`config.mk`:
```
export PLATFORM = sky130hd
export DESIGN_NAME = lgdr_relays
export DESIGN_NICKNAME = d
export VERILOG_FILES = /design/src/logic/lgdr_pkg.sv /design/src/logic/lgdr_relays.sv /design/src/logic/lgdr_delay_timer.sv
export VERILOG_INCLUDE_DIRS = /design/src /design/src/logic
export SDC_FILE = /design/constraint.sdc
export NUM_CORES = 1
export LEC_CHECK = 0
export BUFFER_PORTS_ARGS = -buffer_cell sky130_fd_sc_hd__buf_4
export CAP_MARGIN = 30
export CORE_MARGIN = 1
export CORE_UTILIZATION = 45
export CTS_CLUSTER_SIZE = 14
export DETAILED_ROUTE_END_ITERATION = 6
export SLEW_MARGIN = 20
export SYNTH_ARGS = -nofsm -noshare
export SYNTH_HDL_FRONTEND = slang
export SYNTH_SLANG_ARGS = --single-unit
```
`constraint.sdc`:
```
create_clock -name clock_i -period 5 [get_ports clock_i]
set_input_delay 1 -clock clock_i [delete_from_list [all_inputs] [get_ports clock_i]]
set_output_delay 1 -clock clock_i [all_outputs]
set_load 0.01 [all_outputs]
```
`src/logic/lgdr_regs.svh`:
```
`ifndef LGDR_REGS_SVH
`define LGDR_REGS_SVH
// system clock rate in hz
`define LGDR_CLK_HZ 10000000
// time base tick, 0.01 s of the programmed value
`define LGDR_TICK_MS 10
// cycles per 0.01 s tick derived from the clock rate
`define LGDR_TICK_CYCLES ((`LGDR_CLK_HZ / 1000) * `LGDR_TICK_MS)
// unit multipliers: ticks per 0.01 unit
`define LGDR_MULT_SEC 1
`define LGDR_MULT_MIN 60
`define LGDR_MULT_HOUR 3600
// largest programmable value, 99.99 in hundredths
`define LGDR_TIME_MAX 9999
// unit encodings
`define LGDR_UNIT_SEC 2'h0
`define LGDR_UNIT_MIN 2'h1
`define LGDR_UNIT_HOUR 2'h2
`endif

```
`src/logic/lgdr_pkg.sv`:
```
package lgdr_pkg;
   // time setting: value in hundredths plus unit code
   typedef struct packed {
      logic [13:0] value;
      logic [1:0] unit;
   } lgdr_time_t;
   // inputs to a three-input gate
   typedef struct packed {
      logic gate_input_a;
      logic gate_input_b;
      logic gate_input_c;
   } lgdr_gate_in_t;
   // timed relay states
   typedef enum logic [1:0] {LGDR_IDLE, LGDR_TIMING, LGDR_DONE} lgdr_state_t;
endpackage : lgdr_pkg

```
`src/logic/lgdr_relays.sv`:
```
// Operation
// - or output high when any input high
// - inverter output is input complemented
// - nand low only when all inputs high
// - nor high only when all inputs low
// - xor high when two inputs differ
// - on-delay rising trigger starts timer
// - on-delay output high after full delay
// - on-delay trigger low clears output, timing
// - on-delay time 0.01-99.99 s/min/h
// - off-delay output high while trigger high
// - off-delay falling trigger starts timer, output held
// - off-delay expiry clears output and timer
// - each falling trigger restarts off-delay timer
// - off-delay clear resets timer, output, overrides trigger
// - off-delay time same range and units
// - toggle relay inverts on rising trigger
// - toggle clear forces zero, beats trigger
`timescale 1ns/1ps
`include "lgdr_regs.svh"
module lgdr_relays #(
   parameter int TICK_CYCLES = `LGDR_TICK_CYCLES, // cycles per 0.01 s
   parameter int CNT_W = 26 // timer width, fits 99.99 h in ticks
) (
   input wire logic clock_i,
   input wire logic rst_n_i,
   input wire logic sync_clear_i, // synchronous clear of the on-delay, off-delay and toggle relays
   input wire lgdr_pkg::lgdr_gate_in_t gate_in_i, // field inputs of 3-input gates
   input wire logic not_input_i,
   input wire logic xor_input_a_i,
   input wire logic xor_input_b_i,
   input wire logic on_delay_trigger_input_i,
   input wire lgdr_pkg::lgdr_time_t on_delay_time_i,
   input wire logic off_delay_trigger_input_i,
   input wire logic off_delay_clear_i,
   input wire lgdr_pkg::lgdr_time_t off_delay_time_i,
   input wire logic toggle_trigger_input_i,
   input wire logic toggle_clear_i,
   output logic or_o,
   output logic not_o,
   output logic nand_o,
   output logic nor_o,
   output logic xor_o,
   output logic on_delay_relay_o,
   output logic off_delay_relay_o,
   output logic toggle_relay_o
);
   localparam int NSYNC = 11; // number of synchronised inputs
   localparam int IX_ON = 4; // slot of the on-delay trigger
   localparam int IX_OFT = 3; // slot of the off-delay trigger
   localparam int IX_TGT = 1; // slot of the toggle trigger

   // field pins gathered for synchronisation
   logic [NSYNC-1:0] raw_in;
   logic [NSYNC-1:0] sync_a; // first stage, read only by sync_b
   logic [NSYNC-1:0] sync_b; // second stage, safe to use
   logic [NSYNC-1:0] prev_b; // previous-cycle copy for edges

   // every field pin, toggle clear in the lowest slot
   assign raw_in = {gate_in_i.gate_input_a, gate_in_i.gate_input_b, gate_in_i.gate_input_c,
                    not_input_i, xor_input_a_i, xor_input_b_i, on_delay_trigger_input_i,
                    off_delay_trigger_input_i, off_delay_clear_i, toggle_trigger_input_i,
                    toggle_clear_i};

   // two-flop synchroniser plus edge history, one per input
   genvar gi;
   generate
      for (gi = 0; gi < NSYNC; gi++) begin : g_sync
         always_ff @(posedge clock_i or negedge rst_n_i) begin
            if (!rst_n_i) begin
               sync_a[gi] <= 1'b0;
               sync_b[gi] <= 1'b0;
               prev_b[gi] <= 1'b0;
            end else begin
               sync_a[gi] <= raw_in[gi];
               sync_b[gi] <= sync_a[gi];
               prev_b[gi] <= sync_b[gi];
            end
         end
      end
   endgenerate

   // named views of synchronised inputs
   logic in_a; // gate input a
   logic in_b; // gate input b
   logic in_c; // gate input c
   logic in_not; // inverter input
   logic in_xa; // first xor input
   logic in_xb; // second xor input
   logic on_trig; // on-delay trigger level
   logic off_trig; // off-delay trigger level
   logic off_clr; // off-delay clear level
   logic tog_trig; // toggle trigger level
   logic tog_clr; // toggle clear level
   logic on_rise; // on-delay trigger went 0 to 1
   logic off_fall; // off-delay trigger went 1 to 0
   logic tog_rise; // toggle trigger went 0 to 1
   assign {in_a, in_b, in_c, in_not, in_xa, in_xb, on_trig, off_trig, off_clr, tog_trig, tog_clr} = sync_b;
   // edges against the value one cycle back
   assign on_rise = on_trig && !prev_b[IX_ON];
   assign off_fall = !off_trig && prev_b[IX_OFT];
   assign tog_rise = tog_trig && !prev_b[IX_TGT];

   // combinational gates, registered for clean data outputs
   logic next_or; // or gate result
   logic next_not; // inverter result
   logic next_nand; // nand gate result
   logic next_nor; // nor gate result
   logic next_xor; // xor gate result
   always_comb begin
      next_or = in_a | in_b | in_c;
      next_not = ~in_not;
      next_nand = ~(in_a & in_b & in_c);
      next_nor = ~(in_a | in_b | in_c);
      next_xor = in_xa ^ in_xb;
   end

   // register gate outputs
   always_ff @(posedge clock_i or negedge rst_n_i) begin
      if (!rst_n_i) begin
         or_o <= 1'b0;
         not_o <= 1'b0;
         nand_o <= 1'b0;
         nor_o <= 1'b0;
         xor_o <= 1'b0;
      end else begin
         or_o <= next_or;
         not_o <= next_not;
         nand_o <= next_nand;
         nor_o <= next_nor;
         xor_o <= next_xor;
      end
   end

   // 0.01 s time base divider, one-cycle enable pulse
   logic [23:0] div_cnt; // cycles into the current tick
   logic [23:0] next_div_cnt;
   logic tick; // one-cycle pulse per 0.01 s
   // compute tick and the next divider count
   always_comb begin
      tick = (div_cnt == 24'(TICK_CYCLES - 1));
      next_div_cnt = tick ? 24'h00_0000 : div_cnt + 24'h00_0001;
   end
   // register the divider
   always_ff @(posedge clock_i or negedge rst_n_i) begin
      if (!rst_n_i) begin
         div_cnt <= 24'h00_0000;
      end else begin
         div_cnt <= next_div_cnt;
      end
   end

   // on-delay relay control
   lgdr_pkg::lgdr_state_t on_state; // where the on-delay relay stands
   lgdr_pkg::lgdr_state_t next_on_state;
   logic on_q; // on-delay output flop
   logic next_on_q;
   logic on_start; // load the on-delay timer
   logic on_abort; // drop any on-delay timing
   logic on_exp; // on-delay time has run out
   // next on-delay state and output
   always_comb begin
      next_on_state = on_state;
      on_start = 1'b0;
      on_abort = 1'b0;
      if (sync_clear_i) begin
         // global clear wins over everything
         next_on_state = lgdr_pkg::LGDR_IDLE;
         on_abort = 1'b1;
      end else if (!on_trig) begin
         // trigger low: output off, timing abandoned
         next_on_state = lgdr_pkg::LGDR_IDLE;
         on_abort = 1'b1;
      end else begin
         unique case (on_state)
            lgdr_pkg::LGDR_IDLE: begin
               // wait for a fresh rising trigger
               if (on_rise) begin
                  next_on_state = lgdr_pkg::LGDR_TIMING;
                  on_start = 1'b1;
               end
            end
            lgdr_pkg::LGDR_TIMING: begin
               // trigger held high until the time runs out
               if (on_exp) begin
                  next_on_state = lgdr_pkg::LGDR_DONE;
               end
            end
            lgdr_pkg::LGDR_DONE: begin
               // output stays on while the trigger stays high
               next_on_state = lgdr_pkg::LGDR_DONE;
            end
         endcase
      end
      // output flop follows the state being entered
      next_on_q = (next_on_state == lgdr_pkg::LGDR_DONE);
   end

   // on-delay state and output registers
   always_ff @(posedge clock_i or negedge rst_n_i) begin
      if (!rst_n_i) begin
         on_state <= lgdr_pkg::LGDR_IDLE;
         on_q <= 1'b0;
      end else begin
         on_state <= next_on_state;
         on_q <= next_on_q;
      end
   end
   assign on_delay_relay_o = on_q;

   // on-delay timer, value and unit programmable
   lgdr_delay_timer #(
      .CNT_W(CNT_W)
   ) u_on_timer (
      .clock_i(clock_i),
      .rst_n_i(rst_n_i),
      .tick_i(tick),
      .start_i(on_start),
      .abort_i(on_abort),
      .time_i(on_delay_time_i),
      .running_o(),
      .expired_o(on_exp)
   );

   // off-delay relay control
   logic off_q;
   logic next_off_q;
   logic off_start; // load the off-delay timer
   logic off_abort; // drop any off-delay timing
   logic off_exp; // off-delay time has run out
   // next off-delay output and timer controls
   always_comb begin
      next_off_q = off_q;
      off_start = 1'b0;
      off_abort = 1'b0;
      if (sync_clear_i || off_clr) begin
         // clear wins over the trigger
         next_off_q = 1'b0;
         off_abort = 1'b1;
      end else if (off_trig) begin
         // trigger high: output on, timer held off
         next_off_q = 1'b1;
         off_abort = 1'b1;
      end else if (off_fall) begin
         // falling trigger starts the delay afresh
         next_off_q = 1'b1;
         off_start = 1'b1;
      end else if (off_exp) begin
         // delay over: output drops
         next_off_q = 1'b0;
      end
   end

   // off-delay output register
   always_ff @(posedge clock_i or negedge rst_n_i) begin
      if (!rst_n_i) begin
         off_q <= 1'b0;
      end else begin
         off_q <= next_off_q;
      end
   end
   assign off_delay_relay_o = off_q;

   // off-delay timer
   lgdr_delay_timer #(
      .CNT_W(CNT_W)
   ) u_off_timer (
      .clock_i(clock_i),
      .rst_n_i(rst_n_i),
      .tick_i(tick),
      .start_i(off_start),
      .abort_i(off_abort),
      .time_i(off_delay_time_i),
      .running_o(),
      .expired_o(off_exp)
   );

   // toggle relay: clear wins over trigger
   logic tog_q;
   logic next_tog_q;
   // next toggle output
   always_comb begin
      next_tog_q = tog_q;
      if (sync_clear_i || tog_clr) begin
         // clear level holds the output low
         next_tog_q = 1'b0;
      end else if (tog_rise) begin
         // each rising trigger flips the output
         next_tog_q = ~tog_q;
      end
   end

   // toggle output register
   always_ff @(posedge clock_i or negedge rst_n_i) begin
      if (!rst_n_i) begin
         tog_q <= 1'b0;
      end else begin
         tog_q <= next_tog_q;
      end
   end
   assign toggle_relay_o = tog_q;
endmodule : lgdr_relays

```
`src/logic/lgdr_delay_timer.sv`:
```
`timescale 1ns/1ps
`include "lgdr_regs.svh"
// counts programmed time in time-base ticks; restartable
module lgdr_delay_timer #(
   parameter int CNT_W = 26
) (
   input wire logic clock_i,
   input wire logic rst_n_i,
   input wire logic tick_i,
   input wire logic start_i,
   input wire logic abort_i,
   input wire lgdr_pkg::lgdr_time_t time_i,
   output logic running_o,
   output logic expired_o
);
   logic [CNT_W-1:0] count; // ticks remaining
   logic [CNT_W-1:0] next_count;
   logic running;
   logic next_running;
   logic expired;
   logic next_expired;
   logic [CNT_W-1:0] load; // total ticks for this setting
   logic [13:0] val_clip; // value limited to 99.99

   // convert programmed value and unit to ticks
   always_comb begin
      val_clip = (time_i.value > 14'(`LGDR_TIME_MAX)) ? 14'(`LGDR_TIME_MAX) : time_i.value;
      unique case (time_i.unit)
         `LGDR_UNIT_MIN: load = CNT_W'(val_clip) * CNT_W'(`LGDR_MULT_MIN);
         `LGDR_UNIT_HOUR: load = CNT_W'(val_clip) * CNT_W'(`LGDR_MULT_HOUR);
         default: load = CNT_W'(val_clip) * CNT_W'(`LGDR_MULT_SEC);
      endcase
   end

   // next counter state; abort beats start beats counting
   always_comb begin
      next_count = count;
      next_running = running;
      next_expired = 1'b0;
      if (abort_i) begin
         next_running = 1'b0;
         next_count = '0;
      end else if (start_i) begin
         // zero setting expires on the next cycle
         next_running = (load != '0);
         next_count = load;
         next_expired = (load == '0);
      end else if (running && tick_i) begin
         if (count == CNT_W'(1)) begin
            next_running = 1'b0;
            next_expired = 1'b1;
            next_count = '0;
         end else begin
            next_count = count - CNT_W'(1);
         end
      end
   end

   // register timer state
   always_ff @(posedge clock_i or negedge rst_n_i) begin
      if (!rst_n_i) begin
         count <= '0;
         running <= 1'b0;
         expired <= 1'b0;
      end else begin
         count <= next_count;
         running <= next_running;
         expired <= next_expired;
      end
   end

   assign running_o = running;
   assign expired_o = expired;
endmodule : lgdr_delay_timer

```
==> out/summary.txt <==
status: finished, violations left
failing checks: design-rule violations, negative setup slack
die footprint: 0.02785 mm2
worst hold slack: 0.3462 ns
post-synth cell types: 75
Critical Path AT: 5.97 ns
gpl congestion: 0.9078
EDFF count, synth: 0
drc violations: 5
final non-filler cell total: 2105
dpl ws: -1.152 ns
metal3 WL: 1183 um
Final setup viols: 11
#FFs+latches synth: 115
share of cells above drive strength 1: 0.2847
Hold EP: on_trig$_DFF_PN0_
hold_sp: sync_a[4]$_DFF_PN0_
RSZ-0062 raised after global routing: yes
routed wl met2: 18450 um
Rows: 59
worst flop-to-flop path endpoint: u_off_timer.count[5]$_DFFE_PN0P_
max-cap viol count: 0
Pleak: 8.127 nW
worst-path fanout max: 3
r2r startpoint: u_off_timer.count[16]$_DFFE_PN0P_
Hold Path Depth: 0
Async S/R FF share, synth: 1.000
Die Y: 166.9 um
Initial DRT Pass Iterations: 7
Hold Fails Final Rpt: 0
grt ovf: 0
CTS sink count: 115
first-pass GRT wire length: 59800 um
die width: 166.9 um
total CTS buffers: 17
R2R depth: 9
Placed Area: 0.01528 mm2
max-slew violation count: 0
H-tree Lvls: 4
final worst path period share: 1.136
clk_lat worst skew: 0.42 ns
WL met1: 15350 um
initial antenna violation count: 0
Tot Pwr: 6.752 mW
Nets: 2011
Worst setup EP type: flop
clock root buffer: clkbuf_16
min Tclk post-route: 5.680 ns
Routed WL: 36210 um
CP Launch Point: on_delay_time_i[7]
port bufs: 53
Initial Util: 0.4643
vias: 11780
clock skew: 0.01055 ns
Post-Place Cells: 2049
fin area: 0.01658 mm2
post-synthesis cell area: 0.01224 mm2
largest net degree at the start of global routing: 54
DR WL/cell: 17.20 um
TritonCTS clock tree: yes
diodes inserted: 0
Max clock buf depth: 2
Syn. warnings: 0
final core occ: 0.6292
Worst EP required: 5.29 ns
worst setup margin: -0.6795 ns
Syn Inst Count: 1425
vias in the first global route: 12030
Post-synth top flop: dfrtp_1
Critical Setup Path Class: input port to flop
Worst VDD drop: 0.0002606 V
Worst R2R Setup Slack: 1.32 ns
area grow syn2layout: 35.51%
Net Count, Synth: 1679
hold crit path type: flop to flop
GRT Resource Usage Total: 0.2669
clock-pin transition on the worst setup and hold timing paths: 0.06 ns
highest routed layer: met4
Worst-Margin Slew: 0.9244 ns
Seq/Total Area, Yosys: 0.2352
ANT nets after route: 0
Fmax achieved: 176.1 MHz
Iter 0 DRT Violations: 886
Relative slew margins: 0.3815
Cell Pwr Density: 407.2 mW/mm2
number of I/O pins: 54
setup TNS: -2.661 ns
Avg Vias per Cell: 5.598
Post-DP HPWL: 28560 um
syn_area_per_cell: 8.586 um2
CORE AREA: 0.02635 mm2
CP Launch Type: input port
FILL cells: 2266
==> cell families after synthesis <==
kind of cell             after synthesis  share of synthesized area
AO/OA/AOI/OAI                        372                     0.2038
XOR/XNOR                             107                    0.07659
adder cells (fa/ha/maj)              210                     0.2487
buffers and inverters                190                    0.05870
flip-flops                           115                     0.2352
multiplexers                           4                   0.003272
AND/OR/NAND/NOR                      427                     0.1737
==> layout by cell type (no fill, tap or decap), types with 19 or more instances in the layout <==
cell type / count
nand3_1: 20
nor3_1: 43
nand2b_1: 32
a22o_1: 25
buf_4: 334
a21oi_1: 58
fa_1: 50
nand2_1: 106
o21ai_0: 76
o22ai_1: 19
xnor2_1: 51
ha_4: 19
dfrtp_1: 115
xor2_1: 50
ha_1: 132
nor2_1: 96
buf_6: 20
inv_1: 137
a21o_1: 19
==> registers in the layout, indices dropped and copies added, names as in the netlist, 2 cells and up <==
signal,cells
div_cnt,24
on_state,2
prev_b,3
sync_a,11
u_off_timer.count,26
u_on_timer.count,26
==> where the power goes <==
group	internal [mW]	switching, mW	total (mW)	leakage [nW]
Clock	0.707	0.504	1.21	0.284
Combinational	2.26	2.24	4.50	6.34
Sequential	0.989	0.0573	1.05	1.50
Total	3.95	2.80	6.75	8.13
==> layer usage <==
metal,global-route usage,vias to the layer above
met1,0.3238,5676
met5,0,-
met3,0.03541,80
met2,0.4823,274
li1,-,5753
met4,0.09259,0
==> synth_stat cells, drive strengths merged (4+ instances only) <==
cell | n | share of area
ha | 152 | 0.16
inv | 143 | 0.044
dfrtp | 115 | 0.24
nand2 | 108 | 0.033
o21ai | 103 | 0.042
nor2 | 100 | 0.031
a21oi | 63 | 0.026
xnor2 | 57 | 0.041
fa | 56 | 0.092
xor2 | 50 | 0.036
nor3 | 46 | 0.019
clkbuf | 41 | 0.013
nand2b | 37 | 0.019
a22o | 25 | 0.018
o22ai | 22 | 0.011
nand3 | 21 | 0.0086
nor4 | 21 | 0.011
a21o | 19 | 0.012
a211oi | 18 | 0.011
a22oi | 15 | 0.0092
nor2b | 15 | 0.0077
o21a | 15 | 0.0092
and3 | 14 | 0.0072
or3 | 13 | 0.0069
a31oi | 12 | 0.0074
nand4 | 12 | 0.0061
and2 | 11 | 0.0056
or4 | 10 | 0.0061
a32oi | 9 | 0.0064
o31ai | 7 | 0.0043
nor4b | 6 | 0.0043
o211ai | 6 | 0.0037
o21bai | 6 | 0.0037
a211o | 5 | 0.0036
buf | 5 | 0.0019
mux2i | 4 | 0.0033
o211a | 4 | 0.0033
o221ai | 4 | 0.0029
==> worst max-delay path: stages <==
cell and delay (ns):
buf_6 0.10, nor4_4 0.32, o21a_2 0.21, buf_12 0.12, nand2b_4 0.06, fa_2 0.62
ha_4 0.17, inv_4 0.04, fa_1 0.51, inv_2 0.05, ha_4 0.23, fa_2 0.34
a21o_1 0.22, a2111oi_4 0.46, a21oi_2 0.13, o211ai_1 0.25, nand2_1 0.13, xnor2_2 0.18
o2111ai_1 0.13, or4_4 0.54, nor3b_2 0.17
==> worst max-delay path by stage <==
stage,endpoint
global placement,u_on_timer.running_o$_DFFE_PN0P_
global route,u_on_timer.running_o$_DFFE_PN0P_
finish,u_on_timer.running_o$_DFFE_PN0P_
CTS,u_on_timer.running_o$_DFFE_PN0P_
detailed placement,u_on_timer.running_o$_DFFE_PN0P_
floorplan,u_on_timer.running_o$_DFFE_PN0P_
==> final cells by class <==
class | count | area, um2 | share of cell area
Sequential cell | 115 | 2878 | 0.1736
Tap cell | 335 | 419.2 | 0.02528
Multi-Input combinational cell | 1120 | 9340 | 0.5633
Inverter | 144 | 545.5 | 0.03290
Timing Repair Buffer | 359 | 2813 | 0.1696
Clock buffer | 17 | 425.4 | 0.02566
Clock inverter | 15 | 160.2 | 0.009659
==> timing repair <==
action,4_1_cts,5_1_grt
pin swaps,37,35
gates cloned,0,0
hold buffers,0,0
endpoints found under the setup margin,12,25
setup buffers,21,8
gates resized for setup,54,63
Power figures use the tool's default switching activity.
